$ cat src/hdl/watch_pkg.sv
// Purpose: Shared constants and types for the data watchpoint unit.
// Assumes: One core clock; register and pipeline requests come from logic on that clock.
// Notes: Register locations are alternate-space identifier plus virtual offset pairs.
package watch_pkg;

  // ----------------------------------------------------------------
  // Register locations
  // ----------------------------------------------------------------
  localparam logic [7:0] WATCH_ASI = 8'h58;
  localparam logic [63:0] WATCH_VA = 64'h0000000000000038;
  localparam logic [7:0] CTRL_ASI = 8'h45;
  localparam logic [63:0] CTRL_VA = 64'h0000000000000000;

  // ----------------------------------------------------------------
  // Field positions
  // ----------------------------------------------------------------
  localparam int WATCH_ADDR_LO = 3;
  localparam int WATCH_ADDR_HI = 63;
  localparam int PHYS_ADDR_HI = 40;
  localparam int MASK_LO = 25;
  localparam int MASK_HI = 32;
  localparam int PR_BIT = 24;
  localparam int PW_BIT = 23;
  localparam int VR_BIT = 22;
  localparam int VW_BIT = 21;

  // ----------------------------------------------------------------
  // Values after reset
  // ----------------------------------------------------------------
  localparam logic [60:0] WATCH_ADDR_RESET = 61'h0;
  localparam logic [7:0] MASK_RESET = 8'h00;
  localparam logic EN_RESET = 1'b0;

  // ----------------------------------------------------------------
  // Types
  // ----------------------------------------------------------------
  typedef enum logic [1:0] {
    asi_translating,
    asi_bypass,
    asi_nontranslating,
    asi_unimplemented
  } asi_class_t;

  typedef struct packed {
    logic [63:0] addr_virt;
    logic [63:0] addr_phys;
    logic [3:0] len;
  } mem_op_t;

  typedef struct packed {
    logic valid;
    logic is_read;
    logic is_write;
    asi_class_t asi_class;
    logic simd;
    mem_op_t basic;
    mem_op_t ext;
  } access_req_t;

  typedef struct packed {
    logic valid;
    logic write;
    logic priv;
    logic [7:0] asi;
    logic [63:0] va;
    logic [63:0] wdata;
  } reg_req_t;

  typedef struct packed {
    logic virt_watch;
    logic phys_watch;
  } watch_hit_t;

endpackage

$ cat src/hdl/data_watchpoint_unit.sv
// Purpose: Data watchpoint unit: watch register, watch control fields and match logic.
// Assumes: Requests arrive from load/store and register-access logic on the core clock.
// Notes: Exception outputs are registered and appear one cycle after the access.
`timescale 1ns/10ps
module data_watchpoint_unit
  import watch_pkg::*;
(
  // Clock and reset
  input wire logic clock,
  input wire logic resetn,
  // Register access port
  input watch_pkg::reg_req_t reg_req,
  output logic [63:0] reg_rdata_q,
  output logic reg_ack_q,
  output logic reg_priv_fault_q,
  // Load/store pipeline
  input watch_pkg::access_req_t acc,
  output watch_pkg::watch_hit_t basic_hit_q,
  output watch_pkg::watch_hit_t ext_hit_q,
  output logic data_access_exc_q
);

  // ----------------------------------------------------------------
  // Register state
  // ----------------------------------------------------------------
  logic [60:0] watched_address_field_q;
  logic [7:0] watch_byte_mask_q;
  logic phys_read_watch_en_q;
  logic phys_write_watch_en_q;
  logic virt_read_watch_en_q;
  logic virt_write_watch_en_q;

  // ----------------------------------------------------------------
  // Helper functions
  // ----------------------------------------------------------------
  // A register answers only when both its space and its offset agree.
  function automatic logic reg_select(input logic [7:0] asi, input logic [63:0] va,
                                      input logic [7:0] want_asi,
                                      input logic [63:0] want_va);
    return (asi == want_asi) && (va == want_va);
  endfunction

  // An atomic access moves both ways, so either armed direction is enough.
  function automatic logic dir_armed(input logic is_read, input logic is_write,
                                     input logic read_en, input logic write_en);
    return (is_read && read_en) || (is_write && write_en);
  endfunction

  // Only translating and bypass spaces are watched; the rest are never compared.
  function automatic logic class_watched(input asi_class_t cls);
    return (cls == asi_translating) || (cls == asi_bypass);
  endfunction

  // ----------------------------------------------------------------
  // Register decode
  // ----------------------------------------------------------------
  logic sel_watch;
  logic sel_ctrl;
  logic priv_ok;
  logic wr_watch;
  logic wr_ctrl;
  logic sel_any;
  logic user_hit;
  logic [60:0] wdata_addr;
  logic [7:0] wdata_mask;
  logic [63:0] ctrl_view;
  logic [63:0] rdata_d;

  // Both registers are supervisor only; a user access is refused and flagged.
  assign sel_watch = reg_select(reg_req.asi, reg_req.va, WATCH_ASI, WATCH_VA);
  assign sel_ctrl = reg_select(reg_req.asi, reg_req.va, CTRL_ASI, CTRL_VA);
  assign sel_any = sel_watch || sel_ctrl;
  assign priv_ok = reg_req.valid && reg_req.priv;
  assign wr_watch = priv_ok && reg_req.write && sel_watch;
  assign wr_ctrl = priv_ok && reg_req.write && sel_ctrl;
  // A user request to a mapped register is refused: nothing is written and it reads zero.
  assign user_hit = reg_req.valid && !reg_req.priv && sel_any;

  // Write fields are cut out once; reserved write bits are simply dropped.
  assign wdata_addr = reg_req.wdata[WATCH_ADDR_HI:WATCH_ADDR_LO];
  assign wdata_mask = reg_req.wdata[MASK_HI:MASK_LO];

  // Only the watch fields of the control register live here; other bits read zero.
  always_comb begin
    ctrl_view = 64'h0;
    ctrl_view[MASK_HI:MASK_LO] = watch_byte_mask_q;
    ctrl_view[PR_BIT] = phys_read_watch_en_q;
    ctrl_view[PW_BIT] = phys_write_watch_en_q;
    ctrl_view[VR_BIT] = virt_read_watch_en_q;
    ctrl_view[VW_BIT] = virt_write_watch_en_q;
  end

  // Low three bits of the watch register are reserved and read as zero.
  assign rdata_d = !priv_ok || reg_req.write ? 64'h0 :
                   sel_watch ? {watched_address_field_q, 3'h0} :
                   sel_ctrl ? ctrl_view : 64'h0;

  // ----------------------------------------------------------------
  // Register storage
  // ----------------------------------------------------------------
  // The watch address has no defined reset value; zero keeps it known until programmed.
  always_ff @(posedge clock) begin
    if (!resetn) begin
      watched_address_field_q <= WATCH_ADDR_RESET;
    end else if (wr_watch) begin
      watched_address_field_q <= wdata_addr;
    end
  end

  // Control fields share one write strobe.
  // Reserved control bits are not stored, so they always read back as zero.
  always_ff @(posedge clock) begin
    if (!resetn) begin
      watch_byte_mask_q <= MASK_RESET;
      phys_read_watch_en_q <= EN_RESET;
      phys_write_watch_en_q <= EN_RESET;
      virt_read_watch_en_q <= EN_RESET;
      virt_write_watch_en_q <= EN_RESET;
    end else if (wr_ctrl) begin
      watch_byte_mask_q <= wdata_mask;
      phys_read_watch_en_q <= reg_req.wdata[PR_BIT];
      phys_write_watch_en_q <= reg_req.wdata[PW_BIT];
      virt_read_watch_en_q <= reg_req.wdata[VR_BIT];
      virt_write_watch_en_q <= reg_req.wdata[VW_BIT];
    end
  end

  // Answer every register request one cycle later.
  // Unmapped requests are acknowledged too, so software never waits on them.
  always_ff @(posedge clock) begin
    if (!resetn) begin
      reg_rdata_q <= 64'h0;
      reg_ack_q <= 1'b0;
      reg_priv_fault_q <= 1'b0;
    end else begin
      reg_rdata_q <= rdata_d;
      reg_ack_q <= reg_req.valid;
      reg_priv_fault_q <= user_hit;
    end
  end

  // ----------------------------------------------------------------
  // Access qualification
  // ----------------------------------------------------------------
  logic space_watched;
  logic virt_dir_en;
  logic phys_dir_en;
  logic [1:0] op_live;
  logic [1:0] raw_virt;
  logic [1:0] raw_phys;
  logic space_unimpl;
  logic [1:0] virt_hit_d;
  logic [1:0] phys_hit_d;
  watch_hit_t [1:0] hit_d;
  mem_op_t [1:0] ops;

  // Nontranslating and unimplemented spaces are never compared.
  assign space_watched = acc.valid && class_watched(acc.asi_class);
  // An unimplemented space is refused outright and never reaches the comparators.
  assign space_unimpl = acc.valid && (acc.asi_class == asi_unimplemented);
  // Either direction may arm the match; an atomic sets both.
  assign virt_dir_en = dir_armed(acc.is_read, acc.is_write, virt_read_watch_en_q,
                                 virt_write_watch_en_q);
  assign phys_dir_en = dir_armed(acc.is_read, acc.is_write, phys_read_watch_en_q,
                                 phys_write_watch_en_q);
  // Both halves go through identical comparators so they are judged alike.
  assign ops[0] = acc.basic;
  assign ops[1] = acc.ext;
  // The extended half only counts for a SIMD access.
  assign op_live[0] = space_watched;
  assign op_live[1] = space_watched && acc.simd;

  // ----------------------------------------------------------------
  // Per-operation comparison
  // ----------------------------------------------------------------
  // The extended half of a SIMD access is judged on its own address and length.
  for (genvar g = 0; g < 2; g++) begin : g_op
    watch_compare u_cmp (
      .op(ops[g]),
      .watched(watched_address_field_q),
      .mask(watch_byte_mask_q),
      .virt_hit(raw_virt[g]),
      .phys_hit(raw_phys[g])
    );
    assign virt_hit_d[g] = op_live[g] && virt_dir_en && raw_virt[g];
    // The virtual exception takes precedence when both interpretations hit.
    assign phys_hit_d[g] = op_live[g] && phys_dir_en && raw_phys[g] &&
                           !virt_hit_d[g];
    assign hit_d[g].virt_watch = virt_hit_d[g];
    assign hit_d[g].phys_watch = phys_hit_d[g];
  end

  // ----------------------------------------------------------------
  // Registered exception outputs
  // ----------------------------------------------------------------
  // Each exception is a pulse that stands for the one cycle after its access.
  always_ff @(posedge clock) begin
    if (!resetn) begin
      basic_hit_q <= '0;
      ext_hit_q <= '0;
      data_access_exc_q <= 1'b0;
    end else begin
      basic_hit_q <= hit_d[0];
      ext_hit_q <= hit_d[1];
      data_access_exc_q <= space_unimpl;
    end
  end

endmodule // data_watchpoint_unit

$ cat src/hdl/watch_compare.sv
// Purpose: Address and byte-lane comparison of one memory operation against the watch.
// Assumes: Length is 1 to 8 bytes and the access stays within one doubleword.
// Notes: Purely combinational; enables and priority are applied by the caller.
`timescale 1ns/10ps
module watch_compare
  import watch_pkg::*;
(
  // Operation under test
  input watch_pkg::mem_op_t op,
  // Programmed watch
  input wire logic [60:0] watched,
  input wire logic [7:0] mask,
  // Raw hits
  output logic virt_hit,
  output logic phys_hit
);

  // ----------------------------------------------------------------
  // Byte lanes touched within the doubleword
  // ----------------------------------------------------------------
  function automatic logic [7:0] byte_lanes(input logic [2:0] off, input logic [3:0] len);
    logic [7:0] lanes;
    lanes = 8'h00;
    for (int i = 0; i < 8; i++) begin
      lanes[i] = (4'(i) >= {1'b0, off}) && (4'(i) < ({1'b0, off} + len));
    end
    return lanes;
  endfunction

  logic [7:0] lanes_hit;
  logic virt_addr_eq;
  logic phys_addr_eq;

  // A lane counts only if the access touches it and the mask selects it.
  assign lanes_hit = byte_lanes(op.addr_virt[2:0], op.len) & mask;
  assign virt_addr_eq = (op.addr_virt[WATCH_ADDR_HI:WATCH_ADDR_LO] == watched);
  // Upper watched bits do not exist in the physical space, so they are left out.
  assign phys_addr_eq = (op.addr_phys[PHYS_ADDR_HI:WATCH_ADDR_LO] ==
                         watched[PHYS_ADDR_HI-WATCH_ADDR_LO:0]);
  assign virt_hit = virt_addr_eq && (|lanes_hit);
  assign phys_hit = phys_addr_eq && (|lanes_hit);

endmodule // watch_compare

$ cat config.mk
export PLATFORM = sky130hd
export DESIGN_NAME = data_watchpoint_unit
export DESIGN_NICKNAME = d
export VERILOG_FILES = /design/src/hdl/watch_pkg.sv /design/src/hdl/data_watchpoint_unit.sv /design/src/hdl/watch_compare.sv
export SDC_FILE = /design/constraint.sdc
export NUM_CORES = 1
export LEC_CHECK = 0
export BUFFER_PORTS_ARGS = -buffer_cell sky130_fd_sc_hd__buf_2
export CORE_AREA = 3 3 187 189
export DETAILED_ROUTE_END_ITERATION = 6
export DIE_AREA = 0 0 190 192
export REMOVE_ABC_BUFFERS = 1
export SYNTH_ARGS = -nofsm -noshare
export SYNTH_HDL_FRONTEND = slang
export SYNTH_HIERARCHICAL = 1
export SYNTH_SLANG_ARGS = --single-unit
$ cat constraint.sdc
create_clock -name clock -period 2.6 [get_ports clock]
set_input_delay 0.52 -clock clock [delete_from_list [all_inputs] [get_ports clock]]
set_output_delay 0.52 -clock clock [all_outputs]
set_load 0.05 [all_outputs]
==> flow_summary_export.csv, run 1 <==
group,metric,value,unit
setup_path,worst_ep_required_time,2.87,ns
setup_path,cp_num_buf_inv,1,
yosys,synth_area_leaders,"dfxtp_1, xor2_1, xnor2_1",
power,peakVddDrop,419,µV
clock_tree,clock_path_buffers,2,
yosys,yosys-top-cells-count,"nand2_1, dfxtp_1, xor2_1",
timing,final_hold_viol_count,0,
power,power_frac_comb,11.8,%
cells_and_area,fillerInstances,3548,
flow_run,cap_violations,0,
timing,rsz0062_at_grt,"false",
timing,report.final.slew_viol_count,0,
yosys,seq_area_frac_synth,36.8,%
timing,worst_pin_slew,0.589,ns
grt,met1_usage,22.3,%
floorplanning,die_area,36500,µm²
power,p_per_area,495,nW/µm²
routing,viasPerCell,4.35,
timing,fin_hold_ws,0.331,ns
worst_hold_path,hold_class,"in2reg",
timing,finalCritPeriodShare,93.5,%
timing,min_period,2.43,ns
yosys,synthFlopType,"dfxtp_1",
cells_and_area,multi_input_area,4690,µm²
routing,antenna_left,0,
power,p_clk_share,49.1,%
setup_path,endpoint_kind,"register",
yosys,synth_most_common_cell,"nand2_1",
setup_path,max_stage_delay,0.59,ns
timing,timing.slew.headroom,60.3,%
clock_tree,tritoncts,"done",
setup_path,crit_family,"simple AND/OR/NAND/NOR gates",
floorplanning,die_x,190,µm
grt,grtUsageTotal,17.3,%
cells_and_area,area_delta_synth_final,45.5,%
clock_tree,clk_root_buffer_cell,"clkbuf_16",
place,io_buffers,423,
grt,grt_pass1_vias,7706,
yosys,syn_inst,846,
routing,drtIter0Drc,277,
grt,grt_overflow,0,
cells_and_area,final_util,33.4,%
power,seqPwrFrac,39.1,%
power,p_int,4220,µW
cells_and_area,seqCellArea,2820,µm²
routing,drc,0,
yosys,yosys_register_bits,141,
yosys,synth_top_area_share,36.8,%
timing,fin_skew,0.0145,ns
place,dp_cells,1721,
clock_tree,post_cts_buffers,0,
power,p_leak,0.00566,µW
routing,via_count,7622,
status,status,"finished clean",
clock_tree,numCtsBuffers,17,
floorplanning,core,33400,µm²
grt,grt_util_met3,3.94,%
clock_tree,htreeDepth,4,
floorplanning,initial_utilization,23.0,%
grt,busiest_layer,"met2",
yosys,synth_edf_count,0,
setup_path,cpMaxStageDelayCell,"dfxtp_1",
cells_and_area,layout.nets,1711,
cells_and_area,drive_gt1_share,38.3,%
grt,grt_pass1_wl,46300,µm
yosys,synth_warnings,6,
timing,fmax,411,MHz
yosys,syn_area_per_cell,9.08,µm²
setup_path,crit_fanout,6,
timing,setup_viol,0,
setup_path,cp.arrival,2.70,ns
power,power.share.switching,23.6,%
floorplanning,rows,67,
setup_path,startpoint_type,"register",
cells_and_area,layout.cells.non_filler,1752,
place,dpl.hpwl,27200,µm
power,net-switching-power,1310,µW
setup_path,cp_cell_sequence,"xor2_1 > nor4_1 > buf_4 > nand4_1 > a211oi_1 > a41oi_1",
place,place_congestion,0.863,
grt,grt_max_degree,93,
floorplanning,io-pin-count,482,
grt,globalRouteMet2Util,28.3,%
yosys,yosysTopAreaCell,"dfxtp_1",
routing,firstDrtPassIters,4,
power,finalPower,5530,µW
floorplanning,die_height,192,µm
clock_tree,clock_latency,0.42,ns
grt,antenna_found_initial,3,
yosys,async_flop_share,0,%
routing,wl_per_cell,18.6,µm
yosys,synth.distinct_cells,44,
yosys,synth_area,7680,µm²
routing,wl,32600,µm
clock_tree,clk_pin_slew,0.07,ns
clock_tree,cts.sinks,141,
setup_path,path_class,"reg2reg",
-- power by group through the flow --
stage	Sequential (µW)	Clock (µW)	Combinational, µW
global route	2160	2890	723
global placement	2210	0	646
detailed placement	2210	0	656
CTS	2160	2790	659
finish	2160	2710	655
floorplan	2210	0	240
-- routing by layer --
| metal | part of all wire, % | routed length [µm] |
|---|---|---|
| met2 | 47 | 15400 |
| met4 | 2.5 | 830 |
| met5 | 0.083 | 27 |
| met3 | 6.5 | 2120 |
| met1 | 44 | 14200 |
-- through the flow --
step | setup TNS (ns) | setup WS [ns] | instance area [µm²]
floorplan | -78.74 | -1.29 | 7530
global placement | -0.0163 | -0.0163 | 10500
detailed placement | -0.0258 | -0.0258 | 10500
CTS | 0 | 0.0208 | 11200
global route | 0 | 0.0673 | 11200
finish | 0 | 0.169 | 11200
-- path summary, 6_finish.rpt --
kind	from	end	slack [ns]	cells after the start
max	watched_address_field_q[14]	ext_hit_q[0]	0.17	6
max reg2reg	watched_address_field_q[14]	ext_hit_q[0]	0.17	6
min reg2reg	phys_write_watch_en_q	phys_write_watch_en_q	0.48	2
min	reg_req[15]	watched_address_field_q[12]	0.33	3
-- layout make-up --
cell class / instances / share of cell area, %
tap: 448 / 5.02
sequential: 141 / 25.3
inverter: 11 / 0.370
clock inverter: 11 / 1.72
antenna: 1 / 0.0224
clock buffer: 19 / 3.96
multi-input combinational: 663 / 42.0
timing repair buffer: 458 / 21.7
-- registers in the layout (all words and copies together), names as in the netlist, 2 cells and up --
register                 flops
watched_address_field_q     61
reg_rdata_q                 61
ext_hit_q                    2
watch_byte_mask_q            8
basic_hit_q                  2
-- layout by cell type (no fill, tap or decap), drive strengths merged, types with 11 or more instances in the layout --
cell    synthesis  layout
o21ai          12      12
xor2          116     116
nand3          13      13
nand2         145     145
inv            11      11
a22o           13      13
nor2           16      16
dfxtp         141     141
buf            12     458
and2           49      49
xnor2          86      86
clkbuf         21      19
nor4           46      46
nand4          31      31
mux2i          73      73
-- worst register-to-register path, cell delays in order, from the launching register on --
cell and delay, ns:
dfxtp_1 0.59, xor2_1 0.14, nor4_1 0.47, buf_4 0.25, nand4_1 0.30, a211oi_1 0.37, a41oi_1 0.17
-- logic make-up (layout without fill, tap and decap cells) --
logic type               Yosys count  in the layout  synth area share (%)
other                              1              4                0.0488
adder cells (fa/ha/maj)            8              8                  1.50
XOR/XNOR                         202            202                  23.0
buffers and inverters             44            499                  2.53
flip-flops                       141            141                  36.8
multiplexers                      73             73                  9.52
AND/OR/NAND/NOR                  327            327                  21.5
AO/OA/AOI/OAI                     50             50                  5.08
-- timing repair --
item / 4_1_cts / 5_1_grt
gates resized for setup: 0 / 2
setup endpoints to repair: 0 / 2
hold buffers: 0 / 0
(Power assumes the default switching activity.)
==> run 2, diff against run 1 <==
--- a/config.mk
+++ b/config.mk
@@ -10,4 +10,5 @@
 export DETAILED_ROUTE_END_ITERATION = 6
 export DIE_AREA = 0 0 190 192
+export RECOVER_POWER = 50
 export REMOVE_ABC_BUFFERS = 1
 export SYNTH_ARGS = -nofsm -noshare
==> constraint.sdc (replaced) <==
create_clock -name clock -period 2.6 [get_ports clock]
set_input_delay 0.13 -clock clock [delete_from_list [all_inputs] [get_ports clock]]
set_output_delay 0.13 -clock clock [all_outputs]
set_load 0.05 [all_outputs]
==> run 2 against run 1 <==
Highest routed layer unchanged. Critical endpoint is now basic_hit_q[0]. The flow now finishes with violations (hold timing). Non-clock buffer count up 51. First-iteration DRC count down 11%. Maximum frequency up 2.7%. Sequential power about the same.
==> flow_summary_export.csv, run 2 (synthesis results as in run 1) <==
group,metric,value,unit
status,status,"complete, but fails checks",
status,violations,"hold timing",
power,p_int,4160,µW
routing,drc,0,
cells_and_area,final_cell_mix,"buf_2, nand2_1, dfxtp_1",
setup_path,cp.arrival,2.68,ns
routing,via_count,7822,
cells_and_area,final_util,34.6,%
timing,setup_viol,0,
clock_tree,tritoncts,"done",
cells_and_area,layout.nets,1762,
floorplanning,core,33400,µm²
setup_path,r2r-end,"basic_hit_q[0]",
cells_and_area,layout.cells.non_filler,1806,
routing,routed.top_layer,"met5",
power,p_clk_share,47.7,%
flow_run,cap_violations,0,
setup_path,reg2reg_slack,0.23,ns
timing,fin_hold_ws,-0.00398,ns
routing,met2_length,16700,µm
power,p_leak,0.00554,µW
timing,fin_skew,0.0131,ns
cells_and_area,drive_gt1_share,30.8,%
clock_tree,numCtsBuffers,17,
timing,fmax,423,MHz
setup_path,crit_fanout,6,
floorplanning,die_x,190,µm
power,power.share.switching,24.7,%
timing,final_hold_viol_count,1,
power,p_per_area,478,nW/µm²
worst_hold_path,whs_path_depth,3,
setup_path,reg2reg_from,"watched_address_field_q[17]",
cells_and_area,final_common_cell,"buf_2",
clock_tree,clock_path_buffers,2,
power,power_frac_comb,13.2,%
routing,antenna_left,0,
routing,wl_per_cell,18.7,µm
grt,grtUsageTotal,17.8,%
power,seqPwrFrac,39.1,%
timing,worst_slack,0.234,ns
timing,finalCritPeriodShare,91.0,%
floorplanning,initial_utilization,23.0,%
worst_hold_path,hold-path-endpoint,"reg_ack_q",
routing,drtIter0Drc,247,
timing,report.final.slew_viol_count,0,
clock_tree,clk_root_buffer_cell,"clkbuf_16",
place,dp_cells,1707,
place,place_congestion,0.909,
floorplanning,die_height,192,µm
cells_and_area,final_cell_area,11600,µm²
clock_tree,htreeDepth,4,
setup_path,worst_ep_required_time,2.92,ns
worst_hold_path,min_from,"resetn",
timing,timing.slew.headroom,8.70,%
grt,grt_pass1_wl,48600,µm
place,dp_slack,0.138,ns
place,dpl.hpwl,27200,µm
routing,wl,33800,µm
setup_path,reg2reg_depth,7,
routing,viasPerCell,4.33,
power,peakVddDrop,413,µV
worst_hold_path,hold_class,"in2reg",
place,dpl_cell_area,10400,µm²
grt,antenna_found_initial,4,
setup_path,startpoint_type,"register",
floorplanning,rows,67,
routing,firstDrtPassIters,4,
cells_and_area,area_delta_synth_final,50.7,%
timing,worst_pin_slew,1.37,ns
floorplanning,io-pin-count,482,
routing,wl_met1,14500,µm
routing,route.met3.wl,2050,µm
grt,grt_overflow,0,
clock_tree,clock_latency,0.43,ns
setup_path,path_class,"reg2reg",
place,io_buffers,423,
clock_tree,clk_pin_slew,0.06,ns
cells_and_area,largest_registers,"reg_rdata_q x61, watched_address_field_q x61, watch_byte_mask_q x8",
power,net-switching-power,1360,µW
grt,grt_pass1_vias,8126,
timing,min_period,2.37,ns
setup_path,endpoint_kind,"register",
timing,tns,0,ns
grt,grt_max_degree,119,
timing,rsz0062_at_grt,"false",
floorplanning,die_area,36500,µm²
clock_tree,cts.sinks,141,
## run 2: cell types whose count changed in the layout (fill, tap and decap cells not counted), moves of 3 or more
cell           previous run  this run
buf_2                   422       353
clkbuf_1                  1        70
dlygate4sd3_1             0        65
buf_4                    33        18
buf_12                    3         0
clkbuf_4                  0         3
clkinv_2                  2         5
## run 2: worst max-delay path, stage by stage, from the launching register on
cell and delay, ns:
dfxtp_1 0.49, xor2_1 0.11, nor4_1 0.56, buf_4 0.25
nand4_1 0.28, a211oi_1 0.28, nand2_1 0.10, and3_1 0.18
## run 2: worst max-delay path by stage
stage	startpoint	end	depth (start not counted)
finish	watched_address_field_q[17]	basic_hit_q[0]	7
global route	watched_address_field_q[27]	ext_hit_q[0]	7
CTS	watched_address_field_q[34]	ext_hit_q[0]	6
detailed placement	watched_address_field_q[34]	ext_hit_q[0]	6
global placement	watched_address_field_q[34]	ext_hit_q[0]	6
floorplan	reg_req[96]	watched_address_field_q[0]	5
## run 2: area by class of cell
cell class | count | area, µm²
antenna | 2 | 5.00
clock buffer | 17 | 425
clock inverter | 15 | 194
fill | 3514 | 21900
inverter | 11 | 41.3
multi-input combinational | 663 | 4680
sequential | 141 | 2820
tap | 448 | 561
timing repair buffer | 509 | 2840
## run 2: metal layers
layer / vias up / global-route usage, %
met3: 23 / 4.56
met4: 4 / 4.01
met1: 3641 / 22.3
met5: - / 0
li1: 3886 / -
met2: 268 / 30.8
## run 2: repair_timing
| action | 4_1_cts | 5_1_grt |
|---|---|---|
| resized for setup | 0 | 2 |
| endpoints found under the setup margin | 0 | 1 |
| setup buffers | 0 | 0 |
| endpoints found under the hold margin | 77 | 0 |
| hold buffers | 65 | 0 |
## run 2: metrics by stage
step                      power (µW)  hold slack, ns
final                           5530        -0.00398
after global routing            5750         0.00973
after CTS                       5610          0.0170
after detailed placement        2860           0.382
after global placement          2850           0.374
after floorplan                 2450           0.249
## run 2: power by group through the flow
stage / Clock (µW) / Sequential, µW / Combinational (µW)
floorplan: 0 / 2210 / 240
global placement: 0 / 2210 / 645
detailed placement: 0 / 2210 / 654
CTS: 2710 / 2160 / 735
global route: 2790 / 2160 / 805
finish: 2640 / 2160 / 732
